### config.mk
export PLATFORM = sky130hd
export DESIGN_NAME = pbsp_strobes
export DESIGN_NICKNAME = d
export VERILOG_FILES = /design/src/logic/pbsp_pkg.sv /design/src/logic/pbsp_sync.sv /design/src/logic/pbsp_strobes.sv
export SDC_FILE = /design/constraint.sdc
export NUM_CORES = 1
export LEC_CHECK = 0
export ABC_AREA = 1
export ABC_CLOCK_PERIOD_IN_PS = 1410
export BUFFER_PORTS_ARGS = -buffer_cell sky130_fd_sc_hd__clkbuf_2
export CAP_MARGIN = 20
export CORE_ASPECT_RATIO = 1.4
export CORE_MARGIN = 3
export CORE_UTILIZATION = 45
export CTS_BUF_LIST = sky130_fd_sc_hd__clkbuf_4 sky130_fd_sc_hd__clkbuf_8
export DETAILED_ROUTE_END_ITERATION = 6
export GPL_TIMING_DRIVEN = 0
export PLACE_DENSITY = 0.78
export SLEW_MARGIN = 20
export SYNTH_ARGS = -nofsm -noshare
export SYNTH_HDL_FRONTEND = slang
export SYNTH_SLANG_ARGS = --single-unit
### constraint.sdc
create_clock -name sys_clk -period 1.41 [get_ports sys_clk]
set_clock_uncertainty 0.2 [all_clocks]
set_input_delay 0.282 -clock sys_clk [delete_from_list [all_inputs] [get_ports sys_clk]]
set_output_delay 0.282 -clock sys_clk [all_outputs]
set_load 0.02 [all_outputs]
### src/logic/pbsp_pkg.sv
// Constants shared by the programmable bus strobe pin block.
// Assumes sys_clk is the double-frequency clock, so one bus cycle is two sys_clk cycles.
// How it works
// RULE_01 - Control register mode bits pick, per dual-role pin, condition input or strobe output.
// RULE_02 - In condition mode the pin level feeds the matching coprocessor condition flag.
// RULE_03 - Each condition input passes through a two-flop synchroniser before it is used.
// RULE_04 - The peripheral strobe asserts on enabled reads or writes from the second bus cycle.
// RULE_05 - The late-release data enable asserts on enabled types and holds half a bus cycle past the strobe.
// RULE_06 - The memory access pulse goes low once per datum of each enabled transfer type.
// RULE_07 - Strobes stay high on disabled types and a pin in condition mode is never driven.
package pbsp_pkg;

  localparam int unsigned AXI_ADDR_W = 4;
  localparam int unsigned AXI_DATA_W = 32;

  // Register byte addresses.
  localparam logic [AXI_ADDR_W-1:0] REG_CTRL_ADDR   = 4'h0;
  localparam logic [AXI_ADDR_W-1:0] REG_STATUS_ADDR = 4'h4;

  // Control register field positions.
  localparam int unsigned CTRL_PIN3_STROBE_BIT = 0;
  localparam int unsigned CTRL_PIN2_STROBE_BIT = 1;
  localparam int unsigned CTRL_PER_RD_BIT      = 2;
  localparam int unsigned CTRL_PER_WR_BIT      = 3;
  localparam int unsigned CTRL_LATE_RD_BIT     = 4;
  localparam int unsigned CTRL_LATE_WR_BIT     = 5;
  localparam int unsigned CTRL_MEM_RD_BIT      = 6;
  localparam int unsigned CTRL_MEM_WR_BIT      = 7;
  localparam int unsigned CTRL_W               = 8;
  localparam logic [CTRL_W-1:0] CTRL_RESET     = 8'h00;

  // Status register field positions.
  localparam int unsigned STAT_COND2_BIT = 0;
  localparam int unsigned STAT_COND3_BIT = 1;
  localparam int unsigned STAT_BUSY_BIT  = 2;
  localparam int unsigned STAT_PER_BIT   = 3;
  localparam int unsigned STAT_LATE_BIT  = 4;
  localparam int unsigned STAT_MEM_BIT   = 5;

  localparam logic [1:0] RESP_OKAY   = 2'h0;
  localparam logic [1:0] RESP_SLVERR = 2'h2;

  // Timing in the bus clock, expressed in sys_clk cycles.
  localparam int unsigned SYS_CLK_MHZ     = 200;
  localparam int unsigned BUS_CYCLE_NS    = 10;
  localparam int unsigned HALF_BUS_NS     = 5;
  localparam int unsigned STROBE_START_CLKS =
    (BUS_CYCLE_NS * SYS_CLK_MHZ + 999) / 1000;
  localparam int unsigned LATE_HOLD_CLKS =
    ((HALF_BUS_NS * SYS_CLK_MHZ + 999) / 1000 < 1) ? 1 :
    (HALF_BUS_NS * SYS_CLK_MHZ + 999) / 1000;
  localparam int unsigned CNT_W = 4;

  typedef enum logic [2:0] {
    PBSP_IDLE = 3'b001,
    PBSP_DATA = 3'b010,
    PBSP_RESP = 3'b100
  } pbsp_axi_st_t;

endpackage

### src/logic/pbsp_sync.sv
// Multi-stage level synchroniser for asynchronous condition inputs.
// Assumes the destination clock is sys_clk; the enable freezes every stage.
`timescale 1ns/1ps
`default_nettype none
module pbsp_sync #(
  parameter int unsigned WIDTH  = 2,
  parameter int unsigned STAGES = 2
) (
  input  wire logic              sys_clk,
  input  wire logic              arst_n,
  input  wire logic              clkEn,
  input  wire logic [WIDTH-1:0]  asyncIn,
  output logic      [WIDTH-1:0]  syncOut
);

  logic [WIDTH-1:0] stage_ff     [STAGES];
  logic [WIDTH-1:0] nxt_stage    [STAGES];

  // A single stage gives no settling time, so such a build is refused.
  if (STAGES < 2) begin : gBadStages
    $error("pbsp_sync needs at least two stages");
  end

  // Only the last stage is visible outside; earlier stages feed the next one alone.
  always_comb begin
    nxt_stage[0] = clkEn ? asyncIn : stage_ff[0];
    for (int i = 1; i < STAGES; i++) begin
      nxt_stage[i] = clkEn ? stage_ff[i-1] : stage_ff[i];
    end
  end

  generate
    for (genvar g = 0; g < STAGES; g++) begin : gStage
      always_ff @(posedge sys_clk or negedge arst_n) begin
        if (!arst_n) begin
          stage_ff[g] <= '0;
        end else begin
          stage_ff[g] <= nxt_stage[g];
        end
      end
    end
  endgenerate

  assign syncOut = stage_ff[STAGES-1];

endmodule
`default_nettype wire

### src/logic/pbsp_strobes.sv
// Dual-role condition/strobe pins and memory access pulse with an AXI4-Lite control port.
// Assumes the bus unit gives read and write levels and a one-cycle pulse per datum.
`timescale 1ns/1ps
`default_nettype none
module pbsp_strobes #(
  parameter int unsigned SYNC_STAGES = 2
) (
  input  wire logic                             sys_clk,
  input  wire logic                             arst_n,
  input  wire logic                             clkEn,
  // AXI4-Lite slave.
  input  wire logic [pbsp_pkg::AXI_ADDR_W-1:0]  s_axi_awaddr,
  input  wire logic                             s_axi_awvalid,
  output logic                                  s_axi_awready,
  input  wire logic [pbsp_pkg::AXI_DATA_W-1:0]  s_axi_wdata,
  input  wire logic [3:0]                       s_axi_wstrb,
  input  wire logic                             s_axi_wvalid,
  output logic                                  s_axi_wready,
  output logic [1:0]                            s_axi_bresp,
  output logic                                  s_axi_bvalid,
  input  wire logic                             s_axi_bready,
  input  wire logic [pbsp_pkg::AXI_ADDR_W-1:0]  s_axi_araddr,
  input  wire logic                             s_axi_arvalid,
  output logic                                  s_axi_arready,
  output logic [pbsp_pkg::AXI_DATA_W-1:0]       s_axi_rdata,
  output logic [1:0]                            s_axi_rresp,
  output logic                                  s_axi_rvalid,
  input  wire logic                             s_axi_rready,
  // Bus unit transfer state.
  input  wire logic                             xferRd,
  input  wire logic                             xferWr,
  input  wire logic                             datumDone,
  // Dual-role pin 3: condition input or peripheral strobe.
  input  wire logic                             condPin3I,
  output logic                                  condPin3O,
  output logic                                  condPin3Oe,
  // Dual-role pin 2: condition input or late-release data enable.
  input  wire logic                             condPin2I,
  output logic                                  condPin2O,
  output logic                                  condPin2Oe,
  output logic                                  memoryAccessPulse_n,
  // Condition flags to the system control coprocessor.
  output logic                                  cpCondFlag3,
  output logic                                  cpCondFlag2
);
  import pbsp_pkg::*;

  // Fewer than two stages cannot make the condition inputs safe.
  if (SYNC_STAGES < 2) begin : gBadStages
    $error("SYNC_STAGES must be at least two");
  end

  //////////////////////////////////////////////////////////////////////////////
  // Register file and AXI4-Lite slave.

  logic [CTRL_W-1:0]     ctrl_ff,    nxt_ctrl;
  logic                  awHave_ff,  nxt_awHave;
  logic                  wHave_ff,   nxt_wHave;
  logic [AXI_ADDR_W-1:0] awAddr_ff,  nxt_awAddr;
  logic [7:0]            wByte_ff,   nxt_wByte;
  logic                  wStrb0_ff,  nxt_wStrb0;
  logic                  bValid_ff,  nxt_bValid;
  logic [1:0]            bResp_ff,   nxt_bResp;
  logic                  rValid_ff,  nxt_rValid;
  logic [1:0]            rResp_ff,   nxt_rResp;
  logic [AXI_DATA_W-1:0] rData_ff,   nxt_rData;
  logic [AXI_DATA_W-1:0] statusWord;
  logic [1:0]            condSync;
  logic                  perAct_ff,  lateAct_ff,  memAct_ff;

  assign s_axi_awready = clkEn && !awHave_ff && !bValid_ff;
  assign s_axi_wready  = clkEn && !wHave_ff && !bValid_ff;
  assign s_axi_arready = clkEn && !rValid_ff;
  assign s_axi_bvalid  = bValid_ff;
  assign s_axi_bresp   = bResp_ff;
  assign s_axi_rvalid  = rValid_ff;
  assign s_axi_rresp   = rResp_ff;
  assign s_axi_rdata   = rData_ff;

  always_comb begin
    statusWord                 = '0;
    statusWord[STAT_COND2_BIT] = condSync[0];
    statusWord[STAT_COND3_BIT] = condSync[1];
    statusWord[STAT_BUSY_BIT]  = xferRd || xferWr;
    statusWord[STAT_PER_BIT]   = perAct_ff;
    statusWord[STAT_LATE_BIT]  = lateAct_ff;
    statusWord[STAT_MEM_BIT]   = memAct_ff;
  end

  always_comb begin
    nxt_ctrl   = ctrl_ff;
    nxt_awHave = awHave_ff;
    nxt_wHave  = wHave_ff;
    nxt_awAddr = awAddr_ff;
    nxt_wByte  = wByte_ff;
    nxt_wStrb0 = wStrb0_ff;
    nxt_bValid = bValid_ff;
    nxt_bResp  = bResp_ff;
    nxt_rValid = rValid_ff;
    nxt_rResp  = rResp_ff;
    nxt_rData  = rData_ff;
    if (clkEn) begin
      if (s_axi_awvalid && s_axi_awready) begin
        nxt_awHave = 1'b1;
        nxt_awAddr = s_axi_awaddr;
      end
      if (s_axi_wvalid && s_axi_wready) begin
        nxt_wHave  = 1'b1;
        nxt_wByte  = s_axi_wdata[7:0];
        nxt_wStrb0 = s_axi_wstrb[0];
      end
      // Both halves held: perform the write and answer one cycle later.
      if (awHave_ff && wHave_ff) begin
        nxt_awHave = 1'b0;
        nxt_wHave  = 1'b0;
        nxt_bValid = 1'b1;
        if (awAddr_ff == REG_CTRL_ADDR) begin
          nxt_bResp = RESP_OKAY;
          if (wStrb0_ff) begin
            nxt_ctrl = wByte_ff;
          end
        end else if (awAddr_ff == REG_STATUS_ADDR) begin
          nxt_bResp = RESP_OKAY;
        end else begin
          nxt_bResp = RESP_SLVERR;
        end
      end
      if (bValid_ff && s_axi_bready) begin
        nxt_bValid = 1'b0;
      end
      if (s_axi_arvalid && s_axi_arready) begin
        nxt_rValid = 1'b1;
        nxt_rResp  = RESP_OKAY;
        unique case (s_axi_araddr)
          REG_CTRL_ADDR:   nxt_rData = {{(AXI_DATA_W-CTRL_W){1'b0}}, ctrl_ff};
          REG_STATUS_ADDR: nxt_rData = statusWord;
          default: begin
            nxt_rData = '0;
            nxt_rResp = RESP_SLVERR;
          end
        endcase
      end else if (rValid_ff && s_axi_rready) begin
        nxt_rValid = 1'b0;
      end
    end
  end

  always_ff @(posedge sys_clk or negedge arst_n) begin
    if (!arst_n) begin
      ctrl_ff   <= CTRL_RESET;
      awHave_ff <= 1'b0;
      wHave_ff  <= 1'b0;
      awAddr_ff <= '0;
      wByte_ff  <= '0;
      wStrb0_ff <= 1'b0;
      bValid_ff <= 1'b0;
      bResp_ff  <= RESP_OKAY;
      rValid_ff <= 1'b0;
      rResp_ff  <= RESP_OKAY;
      rData_ff  <= '0;
    end else begin
      ctrl_ff   <= nxt_ctrl;
      awHave_ff <= nxt_awHave;
      wHave_ff  <= nxt_wHave;
      awAddr_ff <= nxt_awAddr;
      wByte_ff  <= nxt_wByte;
      wStrb0_ff <= nxt_wStrb0;
      bValid_ff <= nxt_bValid;
      bResp_ff  <= nxt_bResp;
      rValid_ff <= nxt_rValid;
      rResp_ff  <= nxt_rResp;
      rData_ff  <= nxt_rData;
    end
  end

  //////////////////////////////////////////////////////////////////////////////
  // Condition inputs.

  logic pin3Strobe;
  logic pin2Strobe;

  // RULE_01 - pin role select
  assign pin3Strobe = ctrl_ff[CTRL_PIN3_STROBE_BIT];
  assign pin2Strobe = ctrl_ff[CTRL_PIN2_STROBE_BIT];

  // RULE_03 - synchronise condition inputs
  pbsp_sync #(
    .WIDTH  (2),
    .STAGES (SYNC_STAGES)
  ) uSync (
    .sys_clk (sys_clk),
    .arst_n  (arst_n),
    .clkEn   (clkEn),
    .asyncIn ({condPin3I, condPin2I}),
    .syncOut (condSync)
  );

  // RULE_02 - feed coprocessor flags
  assign cpCondFlag3 = !pin3Strobe && condSync[1];
  assign cpCondFlag2 = !pin2Strobe && condSync[0];

  //////////////////////////////////////////////////////////////////////////////
  // Strobe generation.

  logic             xferAct;
  logic [CNT_W-1:0] xferCnt_ff,  nxt_xferCnt;
  logic [CNT_W-1:0] holdCnt_ff,  nxt_holdCnt;
  logic             lastRd_ff,   nxt_lastRd;
  logic             nxt_perAct,  nxt_lateAct, nxt_memAct;
  logic             perEn,       lateEn,      lateHoldEn,  memEn;

  assign xferAct = xferRd || xferWr;

  // RULE_07 - only enabled types assert
  assign perEn      = (xferRd && ctrl_ff[CTRL_PER_RD_BIT]) || (xferWr && ctrl_ff[CTRL_PER_WR_BIT]);
  assign lateEn     = (xferRd && ctrl_ff[CTRL_LATE_RD_BIT]) ||
                      (xferWr && ctrl_ff[CTRL_LATE_WR_BIT]);
  assign lateHoldEn = lastRd_ff ? ctrl_ff[CTRL_LATE_RD_BIT] : ctrl_ff[CTRL_LATE_WR_BIT];
  assign memEn      = (xferRd && ctrl_ff[CTRL_MEM_RD_BIT]) || (xferWr && ctrl_ff[CTRL_MEM_WR_BIT]);

  always_comb begin
    nxt_xferCnt = xferCnt_ff;
    nxt_holdCnt = holdCnt_ff;
    nxt_lastRd  = lastRd_ff;
    nxt_perAct  = perAct_ff;
    nxt_lateAct = lateAct_ff;
    nxt_memAct  = memAct_ff;
    if (clkEn) begin
      if (xferAct) begin
        nxt_lastRd = xferRd;
        if (xferCnt_ff != {CNT_W{1'b1}}) begin
          nxt_xferCnt = xferCnt_ff + 1'b1;
        end
        nxt_holdCnt = CNT_W'(LATE_HOLD_CLKS);
      end else begin
        nxt_xferCnt = '0;
        if (holdCnt_ff != '0) begin
          nxt_holdCnt = holdCnt_ff - 1'b1;
        end
      end
      // RULE_04 - start in second bus cycle
      nxt_perAct  = perEn && (xferCnt_ff >= CNT_W'(STROBE_START_CLKS - 1));
      // RULE_05 - hold past strobe negation
      nxt_lateAct = lateEn || (!xferAct && holdCnt_ff != '0 && lateHoldEn);
      // RULE_06 - one low pulse per datum
      nxt_memAct  = datumDone && memEn;
    end
  end

  always_ff @(posedge sys_clk or negedge arst_n) begin
    if (!arst_n) begin
      xferCnt_ff <= '0;
      holdCnt_ff <= '0;
      lastRd_ff  <= 1'b0;
      perAct_ff  <= 1'b0;
      lateAct_ff <= 1'b0;
      memAct_ff  <= 1'b0;
    end else begin
      xferCnt_ff <= nxt_xferCnt;
      holdCnt_ff <= nxt_holdCnt;
      lastRd_ff  <= nxt_lastRd;
      perAct_ff  <= nxt_perAct;
      lateAct_ff <= nxt_lateAct;
      memAct_ff  <= nxt_memAct;
    end
  end

  // RULE_07 - release pins in condition mode
  assign condPin3Oe          = pin3Strobe;
  assign condPin3O           = !(pin3Strobe && perAct_ff);
  assign condPin2Oe          = pin2Strobe;
  assign condPin2O           = !(pin2Strobe && lateAct_ff);
  assign memoryAccessPulse_n = !memAct_ff;

endmodule
`default_nettype wire

==> metrics.txt, run 1 <==
overall track demand over capacity in global routing 0.171; share of power burned in registers 0.451; number of failing setup endpoints in the final timing report 8; post-route core utilization 0.626; Diodes inserted 0; share of synthesized area spent on multiplexers 0; nets@finish 480; Setup crit end kind output port; wire length reported by the detailed router 5590 µm; leading cell type in the layout, fill and taps excluded nand2_1; per-instance average area after synthesis 8.23 µm²; final setup margin -284 ps; slew of the pin with the lowest slew margin 643 ps; area growth from synthesis to layout 33.7%; number of sinks handled by clock tree synthesis 51; die area 6700 µm²; count of input and output buffers 51; part of the power in combinational logic 0.334; share of synthesized cell area in and, or, nand and nor gates 0.307; Yosys Warn Count 0; Worst Setup Start Kind register; Internal 3.16 mW; pin count of the biggest net entering global routing 52; fin crit share 1.20; complex-gate fraction of the synthesized area 0.0460; fraction of the mapped netlist area in adder cells 0.0242; Register-to-Register Setup Slack 40 ps; number of clock buffers inserted by TritonCTS 5; Crit path arrival time 1210 ps; number of hold violations in the final report 1; instance count along the most critical hold path 3; peak fanout along the critical path 2; source of the worst hold timing path s_axi_wstrb[0]; die boundary height 95.7 µm; worst IR drop on VDD 0.000823 V; worst reg2reg path startpoint xferCnt_ff[0]$_DFFE_PN0P_; required time worst endpoint 930 ps; reported net switching power 1.72 mW; Tightest Hold Check Type primary input to register; critical register-to-register path endpoint perAct_ff$_DFFE_PN0P_; Worst-path clk slew 90 ps; total gr overflow 0; post-synthesis instance total 314; I/O pin cnt 105; Async SR Flop Fraction 1.00; Max-Slew Margin vs Limit 0.571; via count of the first global-routing pass 2094; netlist area before placement 2580 µm²; Primary FF master, synth dfrtp_1; clock latency on the worst-skew pair 300 ps; detailed-route vias per instance 4.69; Unique masters post-synth 24; 1st-iter DRT viols 104; DP Cell Count 458; initial standard-cell utilization of the core 0.468; failing checks negative hold slack, negative setup slack; antenna violations before repair 0; Max H-tree Level 2; Pwr Total 4.88 mW; minimum period implied by the final worst setup slack 1690 ps; RSZ-0062 raised after global routing yes; capture endpoint of the worst hold path wStrb0_ff$_DFFE_PN0P_; drt drc 0; CORE AREA 5530 µm²; CP Class register to output port; drt first pass iters 4; main combinational cell family by area after synthesis simple AND/OR/NAND/NOR gates; net switching fraction of the power 0.352; post-route ant nets 0; width of the chip 70.1 µm; setup TNS -759 ps; Pins Over Slew Limit 0; average detailed-routed wire length per instance 11.5 µm; maximum root-to-sink buffer count 2; xor/xnor cell area share of the yosys netlist 0.00339; count of vias placed by the detailed router 2283; maximum frequency from static timing analysis 590 MHz; std cell rows 32; number of standard cells in the final layout excluding fillers 487; relative contribution of the clock network to total power 0.215; power density cells 1410 nW/µm²; standby leakage power 1.91 nW; status finished with violations; wire length of the first global-routing pass 9170 µm; number of register bits inferred by synthesis 51; portion of the post-synthesis area used by sequential elements 0.494; commonest cells after routing, fill and taps aside nand2_1, dfrtp_1, nand3_1; worst hold slack across all endpoints -0.0747 ps; max_cap viols 0; FF-to-FF path depth 4; number of enable-type register cells in the synthesized netlist 0; share of layout cells above drive strength 1 0.322; clock root cell clkbuf_8; clock tree from TritonCTS done; DP HPWL 4050 µm; GP Congestion 0.859
## what timing repair did
action / 4_1_cts / 5_1_grt
pin swaps: 7 / 6
setup endpoints to repair: 21 / 39
cloned: 0 / 0
endpoints found under the hold margin: 54 / 1
gates resized for setup: 17 / 38
setup buffers: 10 / 6
hold buffers: 4 / 1
## through the flow
stage          cell area [µm²]  hold slack (ps)  setup WS, ps
3_3_place_gp              3030              254          -274
6_report                  3460          -0.0747          -284
4_1_cts                   3340             1.01          -319
5_1_grt                   3460             9.47          -340
2_1_floorplan             2690             -214          9.12
3_5_place_dp              3030              200          -235
## layout make-up
class	instances	area, µm²
Timing Repair Buffer	72	528
Inverter	25	93.8
Fill cell	485	2070
Sequential cell	51	1280
Buffer	31	228
Tap cell	68	85.1
Multi-Input combinational cell	232	1120
Clock inverter	2	35.0
Clock buffer	6	82.6
## registers in the layout, indices dropped and copies added (netlist names), 2 cells and up
name,cells
holdCnt_ff,4
awAddr_ff,4
wByte_ff,8
uSync.syncOut,2
s_axi_rdata,8
xferCnt_ff,4
ctrl_ff,8
uSync.stage_ff,2
## synthesized netlist by cell type, types with 3 or more instances
| cell | n | area share |
|---|---|---|
| inv_1 | 23 | 0.033 |
| nor2_2 | 3 | 0.0073 |
| o21ai_0 | 15 | 0.029 |
| a21oi_1 | 6 | 0.012 |
| nand3_1 | 47 | 0.091 |
| dfrtp_1 | 51 | 0.49 |
| nor2_4 | 5 | 0.022 |
| ha_1 | 5 | 0.024 |
| nor2_1 | 11 | 0.016 |
| buf_4 | 27 | 0.078 |
| nand2_1 | 104 | 0.15 |
## layer usage
layer  global-route usage  share of wire  vias to the layer above
li1                     -              -                     1159
met1                0.189           0.39                     1036
met2                0.316           0.52                       79
met3               0.0338          0.061                        9
met4               0.0735          0.025                        0
met5                    0              0                        -
## critical path, stage by stage, from the launching register on
cell	delay [ps]
dfrtp_2	430
nor2_4	100
inv_2	70
nor2_4	100
buf_6	110
buf_8	100
## cell families (layout without fill, tap and decap cells)
group | Yosys count | count (layout)
other | 1 | 26
AOI/OAI and AO/OA | 23 | 23
xor gates and xnor gates | 1 | 1
DFF | 51 | 51
buffers and inverters | 56 | 136
adders and majority gates | 5 | 5
and+or+nand+nor | 177 | 177
## worst max-delay path by stage
stage	from	endpoint	slack, ps	cells past startpoint
6_report	s_axi_bvalid$_DFFE_PN0P_	s_axi_wready	-280	5
5_1_grt	s_axi_bvalid$_DFFE_PN0P_	s_axi_wready	-340	5
4_1_cts	s_axi_bvalid$_DFFE_PN0P_	s_axi_wready	-320	5
3_5_place_dp	clkEn	s_axi_wready	-240	7
3_3_place_gp	arst_n	s_axi_bvalid$_DFFE_PN0P_	-270	1
2_1_floorplan	s_axi_bvalid$_DFFE_PN0P_	awAddr_ff[2]$_DFFE_PN0P_	9	6
## power by group through the flow
stage | Combinational [mW] | Sequential [mW] | Clock, mW
floorplan | 0.890 | 2.21 | 0
global placement | 1.25 | 2.20 | 0
finish | 1.63 | 2.20 | 1.05
detailed placement | 1.29 | 2.22 | 0
CTS | 1.48 | 2.19 | 1.07
global route | 1.82 | 2.26 | 1.12
Power figures use the tool's default switching activity.
==> inputs of run 2 (changes only) <==
Settings changed: PLACE_DENSITY 0.78 to 0.89.
==> run 2 against run 1 <==
The flow finishes with violations (negative setup slack); core utilization increased by 2.4 points; die area unchanged; combinational power increased by 7%; critical path depth unchanged; sequential power about the same; maximum frequency decreased by 0.61%; setup slack got worse by 10 ps; first-iteration DRC count increased by 70%; global-route usage increased by 0.51 points; clock-buffer cell count unchanged; highest routed layer unchanged; critical path type unchanged; register-to-register slack got worse by 20 ps.
==> metrics.txt, run 2 (synthesis gave the netlist of run 1 again) <==
leading cell type in the layout, fill and taps excluded nand2_1 (unchanged); CP Class register to output port (unchanged); std cell rows 32 (unchanged); DP HPWL 4170 µm (was 4050 µm); failing checks negative setup slack (was negative hold slack, negative setup slack); Max-Slew Margin vs Limit 0.542 (was 0.571); via count of the first global-routing pass 2275 (was 2094); share of layout cells above drive strength 1 0.347 (was 0.322); count of input and output buffers 51 (unchanged); Register-to-Register Setup Slack 20 ps (was 40 ps); GP Congestion 0.820 (was 0.859); part of the power in combinational logic 0.346 (was 0.334); wire length reported by the detailed router 6160 µm (was 5590 µm); count of vias placed by the detailed router 2387 (was 2283); power density cells 1410 nW/µm² (about the same); Setup crit end kind output port (unchanged); number of sinks handled by clock tree synthesis 51 (unchanged); detailed-route vias per instance 4.80 (was 4.69); Crit path arrival time 1220 ps (was 1210 ps); post-route core utilization 0.650 (was 0.626); initial standard-cell utilization of the core 0.468 (unchanged); die boundary height 95.7 µm (unchanged); Filler Cell Count 444 (was 485); clock tree from TritonCTS done (unchanged); Pins Over Slew Limit 0 (unchanged); commonest cells after routing, fill and taps aside nand2_1, dfrtp_1, buf_4 (was nand2_1, dfrtp_1, nand3_1); nets@finish 490 (was 480); launching element of the worst setup path s_axi_bvalid$_DFFE_PN0P_ (unchanged); Placed Area 3030 µm² (unchanged); reported net switching power 1.83 mW (was 1.72 mW); Tightest Hold Check Type primary input to register (unchanged); die area 6700 µm² (unchanged); minimum period implied by the final worst setup slack 1700 ps (was 1690 ps); Worst-path clk slew 90 ps (about the same); total gr overflow 0 (unchanged); post-route design area 3590 µm² (was 3460 µm²); max_cap viols 0 (unchanged); CORE AREA 5530 µm² (unchanged); clock root cell clkbuf_8 (unchanged); slew of the pin with the lowest slew margin 687 ps (was 643 ps); worst IR drop on VDD 0.00106 V (was 0.000823 V); final setup margin -294 ps (was -284 ps); maximum frequency from static timing analysis 587 MHz (was 590 MHz); Worst Setup Start Kind register (unchanged); 1st-iter DRT viols 177 (was 104); width of the chip 70.1 µm (unchanged); antenna violations before repair 0 (unchanged); maximum root-to-sink buffer count 2 (unchanged); Internal 3.22 mW (was 3.16 mW); source of the worst hold timing path s_axi_wdata[6] (was s_axi_wstrb[0]); number of hold violations in the final report 0 (was 1); RSZ-0062 raised after global routing yes (unchanged); average detailed-routed wire length per instance 12.4 µm (was 11.5 µm); relative contribution of the clock network to total power 0.214 (was 0.215); wire length of the first global-routing pass 9490 µm (was 9170 µm); peak fanout along the critical path 2 (unchanged); fin crit share 1.21 (was 1.20); required time worst endpoint 930 ps (about the same); status finished with violations (unchanged); I/O pin cnt 105 (unchanged); standby leakage power 1.98 nW (was 1.91 nW); pin count of the biggest net entering global routing 52 (unchanged); number of clock buffers inserted by TritonCTS 5 (unchanged); drt drc 0 (unchanged); post-route ant nets 0 (unchanged); drt first pass iters 4 (unchanged); Diodes inserted 0 (unchanged); area growth from synthesis to layout 38.9% (was 33.7%); Max H-tree Level 2 (unchanged); overall track demand over capacity in global routing 0.176 (was 0.171); number of failing setup endpoints in the final timing report 9 (was 8); net switching fraction of the power 0.362 (was 0.352); worst reg2reg path startpoint wHave_ff$_DFFE_PN0P_ (was xferCnt_ff[0]$_DFFE_PN0P_); clock latency on the worst-skew pair 310 ps (was 300 ps); share of power burned in registers 0.440 (was 0.451)
## run 2: routing by layer
| layer | track usage | routed length [µm] | up-vias |
|---|---|---|---|
| li1 | - | - | 1177 |
| met1 | 0.178 | 2270 | 1104 |
| met2 | 0.342 | 3330 | 89 |
| met3 | 0.0348 | 375 | 17 |
| met4 | 0.0815 | 192 | 0 |
| met5 | 0 | 0 | - |
## run 2: power by group through the flow
stage                     clock network, mW  registers, mW  logic, mW
after floorplan                           0           2.21      0.890
after global placement                    0           2.19       1.24
after detailed placement                  0           2.22       1.30
after CTS                              1.09           2.19       1.54
after global routing                   1.14           2.27       1.93
final                                  1.08           2.22       1.75
## run 2: final timing paths
kind                       cells after the start                         end
min in group asynchronous                      2  s_axi_rdata[7]$_DFFE_PN0P_
max reg2reg                                    5      ctrl_ff[2]$_DFFE_PN0P_
max                                            5                s_axi_wready
min                                            3     wByte_ff[6]$_DFFE_PN0P_
min reg2reg                                    2     wByte_ff[7]$_DFFE_PN0P_
max in group asynchronous                      2        wHave_ff$_DFFE_PN0P_
## run 2: cell type report
| cell class | count | area, µm² | area share |
|---|---|---|---|
| Inverter | 25 | 96.3 | 0.0268 |
| Multi-Input combinational cell | 232 | 1170 | 0.326 |
| Tap cell | 68 | 85.1 | 0.0237 |
| Buffer | 31 | 228 | 0.0634 |
| Clock inverter | 2 | 38.8 | 0.0108 |
| Clock buffer | 6 | 82.6 | 0.0230 |
| Sequential cell | 51 | 1280 | 0.357 |
| Timing Repair Buffer | 82 | 609 | 0.170 |
## run 2: stage by stage
stage / hold WS, ps / cells / setup TNS [ps] / total power [mW] / setup WS, ps
detailed placement: 189 / 458 / -830 / 3.52 / -222
CTS: 3.19 / 492 / -1080 / 4.82 / -334
finish: 3.87 / 497 / -1070 / 5.05 / -294
global placement: 255 / 458 / -8220 / 3.43 / -248
global route: 3.34 / 497 / -2300 / 5.33 / -363
floorplan: -214 / 339 / 0 / 3.10 / 9.12
## run 2: worst max-delay path: stages (launching register included)
cell and delay [ps]:
dfrtp_2 440, nor2_4 120, inv_2 70, nor2_4 90
buf_6 110, buf_8 100
## run 2: repair_timing
item,in CTS,in global routing
endpoints found under the setup margin,22,37
endpoints found under the hold margin,62,0
setup buffers,14,6
pin swaps,8,10
hold buffers,12,0
cloned,0,0
gates resized for setup,24,42
==> inputs of run 3 (changes only) <==
Settings changed: ABC_AREA 1 to not set, CORE_UTILIZATION 45 to 40, PLACE_DENSITY 0.89 to 0.83.
==> run 3 against run 2 <==
The flow still finishes with violations (negative setup slack); highest routed layer unchanged; clock-buffer cell count stayed put; largest power group unchanged; sequential share of layout area is 0.32 points lower; synthesized cell count is 32% lower.
==> metrics.txt, run 3 <==
netlist area before placement 2460 µm² (was 2580 µm²); cells along the critical path nand2b_4 > nor2_4 > buf_6 (was nor2_4 > inv_2 > nor2_4 > buf_6 > buf_8); maximum root-to-sink buffer count 2 (unchanged); maximum cell stage delay along the critical path 450 ps (was 440 ps); DP HPWL 3740 µm (was 4170 µm); peak fanout along the critical path 4 (was 2); footprint of the multi-input gates 1260 µm² (was 1170 µm²); clock latency on the worst-skew pair 300 ps (was 310 ps); average detailed-routed wire length per instance 14.5 µm (was 12.4 µm); DP Cell Count 358 (was 458); slew of the pin with the lowest slew margin 619 ps (was 687 ps); share of the synthesized area in the top cell type 0.518 (was 0.494); maximum frequency from static timing analysis 601 MHz (was 587 MHz); count of input and output buffers 50 (was 51); number of sinks handled by clock tree synthesis 51 (unchanged); die area 7150 µm² (was 6700 µm²); CP Class register to output port (unchanged); pin count of the biggest net entering global routing 52 (unchanged); Worst-path clk slew 90 ps (about the same); minimum period implied by the final worst setup slack 1660 ps (was 1700 ps); share of layout cells above drive strength 1 0.562 (was 0.347); slowest cell on the critical path dfrtp_2 (unchanged); CORE AREA 5900 µm² (was 5530 µm²); fin crit share 1.18 (was 1.21); RSZ-0062 raised after global routing yes (unchanged); number of hold violations in the final report 0 (unchanged); Max H-tree Level 2 (unchanged); antenna violations before repair 0 (unchanged); standby leakage power 1.81 nW (was 1.98 nW); final setup margin -254 ps (was -294 ps); clock root cell clkbuf_8 (unchanged); Sequential Area 1280 µm² (about the same); Unique masters post-synth 38 (was 24); drt first pass iters 4 (unchanged); Tightest Hold Check Type primary input to register (unchanged); leading cell type in the layout, fill and taps excluded buf_4 (was nand2_1); wire length reported by the detailed router 5780 µm (was 6160 µm); Placed Area 2990 µm² (was 3030 µm²); post-synthesis instance total 213 (was 314); Filler Cell Count 462 (was 444); most frequently used cell type in the post-synthesis netlist dfrtp_1 (was nand2_1); Async SR Flop Fraction 1.00 (unchanged); per-instance average area after synthesis 11.6 µm² (was 8.23 µm²); nets@finish 390 (was 490); detailed-route vias per instance 4.80 (about the same); die boundary height 98.9 µm (was 95.7 µm); wire length of the first global-routing pass 8530 µm (was 9490 µm); Diodes inserted 0 (unchanged); via count of the first global-routing pass 1833 (was 2275); Primary FF master, synth dfrtp_1 (unchanged); Max-Slew Margin vs Limit 0.588 (was 0.542); initial standard-cell utilization of the core 0.417 (was 0.468); post-route ant nets 0 (unchanged); portion of the post-synthesis area used by sequential elements 0.518 (was 0.494); overall track demand over capacity in global routing 0.152 (was 0.176); std cell rows 33 (was 32); 1st-iter DRT viols 71 (was 177); total gr overflow 0 (unchanged); power density cells 1480 nW/µm² (was 1410 nW/µm²); clock tree from TritonCTS done (unchanged); most used standard cells in the synthesized netlist dfrtp_1, mux2_2, buf_4 (was nand2_1, dfrtp_1, nand3_1); number of enable-type register cells in the synthesized netlist 0 (unchanged); Pins Over Slew Limit 0 (unchanged); failing checks negative setup slack (unchanged); number of clock buffers inserted by TritonCTS 5 (unchanged); GP Congestion 0.777 (was 0.820); max_cap viols 0 (unchanged); Pwr Total 5.37 mW (was 5.05 mW); Worst Setup Start Kind register (unchanged); count of vias placed by the detailed router 1916 (was 2387); required time worst endpoint 930 ps (about the same); cell taking the most area after synthesis dfrtp_1 (unchanged); Setup crit end kind output port (unchanged); width of the chip 72.3 µm (was 70.1 µm); Yosys Warn Count 0 (unchanged); status finished with violations (unchanged); Crit path arrival time 1180 ps (was 1220 ps); post-route core utilization 0.615 (was 0.650); drt drc 0 (unchanged); number of register bits inferred by synthesis 51 (unchanged); worst IR drop on VDD 0.00102 V (was 0.00106 V); area growth from synthesis to layout 47.3% (was 38.9%); I/O pin cnt 105 (unchanged); commonest cells after routing, fill and taps aside buf_4, dfrtp_1, clkbuf_2 (was nand2_1, dfrtp_1, buf_4); number of standard cells in the final layout excluding fillers 399 (was 497); post-place setup slack -345 ps (was -222 ps); post-route design area 3630 µm² (was 3590 µm²); Synth area leaders dfrtp_1, mux2_2, buf_4 (was dfrtp_1, nand2_1, nand3_1); number of failing setup endpoints in the final timing report 46 (was 9)
run 3: cell types whose count changed in the layout (fill, tap and decap cells not counted), moves of 6 or more:
| cell | previous run | this run |
|---|---|---|
| nand2_1 | 97 | 15 |
| nand3_1 | 43 | 1 |
| mux2_2 | 0 | 19 |
| inv_1 | 18 | 0 |
| mux2_4 | 0 | 10 |
| o21ai_0 | 11 | 2 |
| buf_6 | 6 | 12 |
| mux2i_1 | 0 | 6 |
run 3: layer usage:
layer / wire [µm] / GRT usage
met1: 2260 / 0.172
met5: 0 / 0
met3: 271 / 0.0235
met2: 3120 / 0.266
met4: 127 / 0.0839
run 3: final timing paths:
| kind | slack [ps] | end | start | cells past startpoint |
|---|---|---|---|---|
| min | 7 | uSync.stage_ff[3]$_DFFE_PN0P_ | condPin3I | 2 |
| min in group asynchronous | 340 | uSync.stage_ff[3]$_DFFE_PN0P_ | arst_n | 2 |
| max in group asynchronous | 220 | awHave_ff$_DFFE_PN0P_ | arst_n | 2 |
| max reg2reg | -240 | holdCnt_ff[1]$_DFFE_PN0P_ | holdCnt_ff[1]$_DFFE_PN0P_ | 5 |
| min reg2reg | 290 | s_axi_rdata[1]$_DFFE_PN0P_ | s_axi_rdata[1]$_DFFE_PN0P_ | 2 |
| max | -250 | s_axi_wready | s_axi_bvalid$_DFFE_PN0P_ | 3 |
run 3: cell families after synthesis:
| kind of cell | share of synthesized area |
|---|---|
| multiplexers | 0.157 |
| adder cells (fa/ha/maj) | 0.0254 |
| AND/OR/NAND/NOR | 0.115 |
| other | 0.00152 |
| AO/OA/AOI/OAI | 0.0833 |
| buffers and inverters | 0.100 |
| flip-flops | 0.518 |
run 3: through the flow:
step           setup TNS [ps]  hold WS, ps
5_1_grt                 -8230         3.85
2_1_floorplan           -2900         -214
3_3_place_gp           -14360          264
4_1_cts                 -5110        0.131
3_5_place_dp            -7530          190
6_report                -6060         7.04
run 3: layout make-up:
type                            instances  share of cell area
Timing Repair Buffer                   84               0.173
Multi-Input combinational cell        149               0.347
Clock inverter                          2             0.00379
Inverter                                5             0.00586
Sequential cell                        51               0.354
Tap cell                               70              0.0241
Buffer                                 32              0.0696
Clock buffer                            6              0.0227
run 3: worst max-delay path: cells and delay by family (launching register included):
family	cells	cell delay, ps
simple gates	2	310
flops	1	450
buf+inv	1	120
run 3: power by group:
group          switching, mW  leakage [nW]  total, mW  internal (mW)
Clock                  0.473        0.0516      0.875          0.402
Sequential             0.459         0.637       2.39           1.93
Combinational          0.869          1.12       2.11           1.24
Total                   1.80          1.81       5.37           3.57
run 3: what timing repair did:
| item | in CTS | in global routing |
|---|---|---|
| gates resized for setup | 35 | 60 |
| hold buffers | 7 | 1 |
| gates cloned | 0 | 1 |
| pin swaps | 4 | 20 |
| endpoints found under the setup margin | 40 | 57 |
| hold endpoints to repair | 57 | 1 |
| buffers inserted | 15 | 11 |
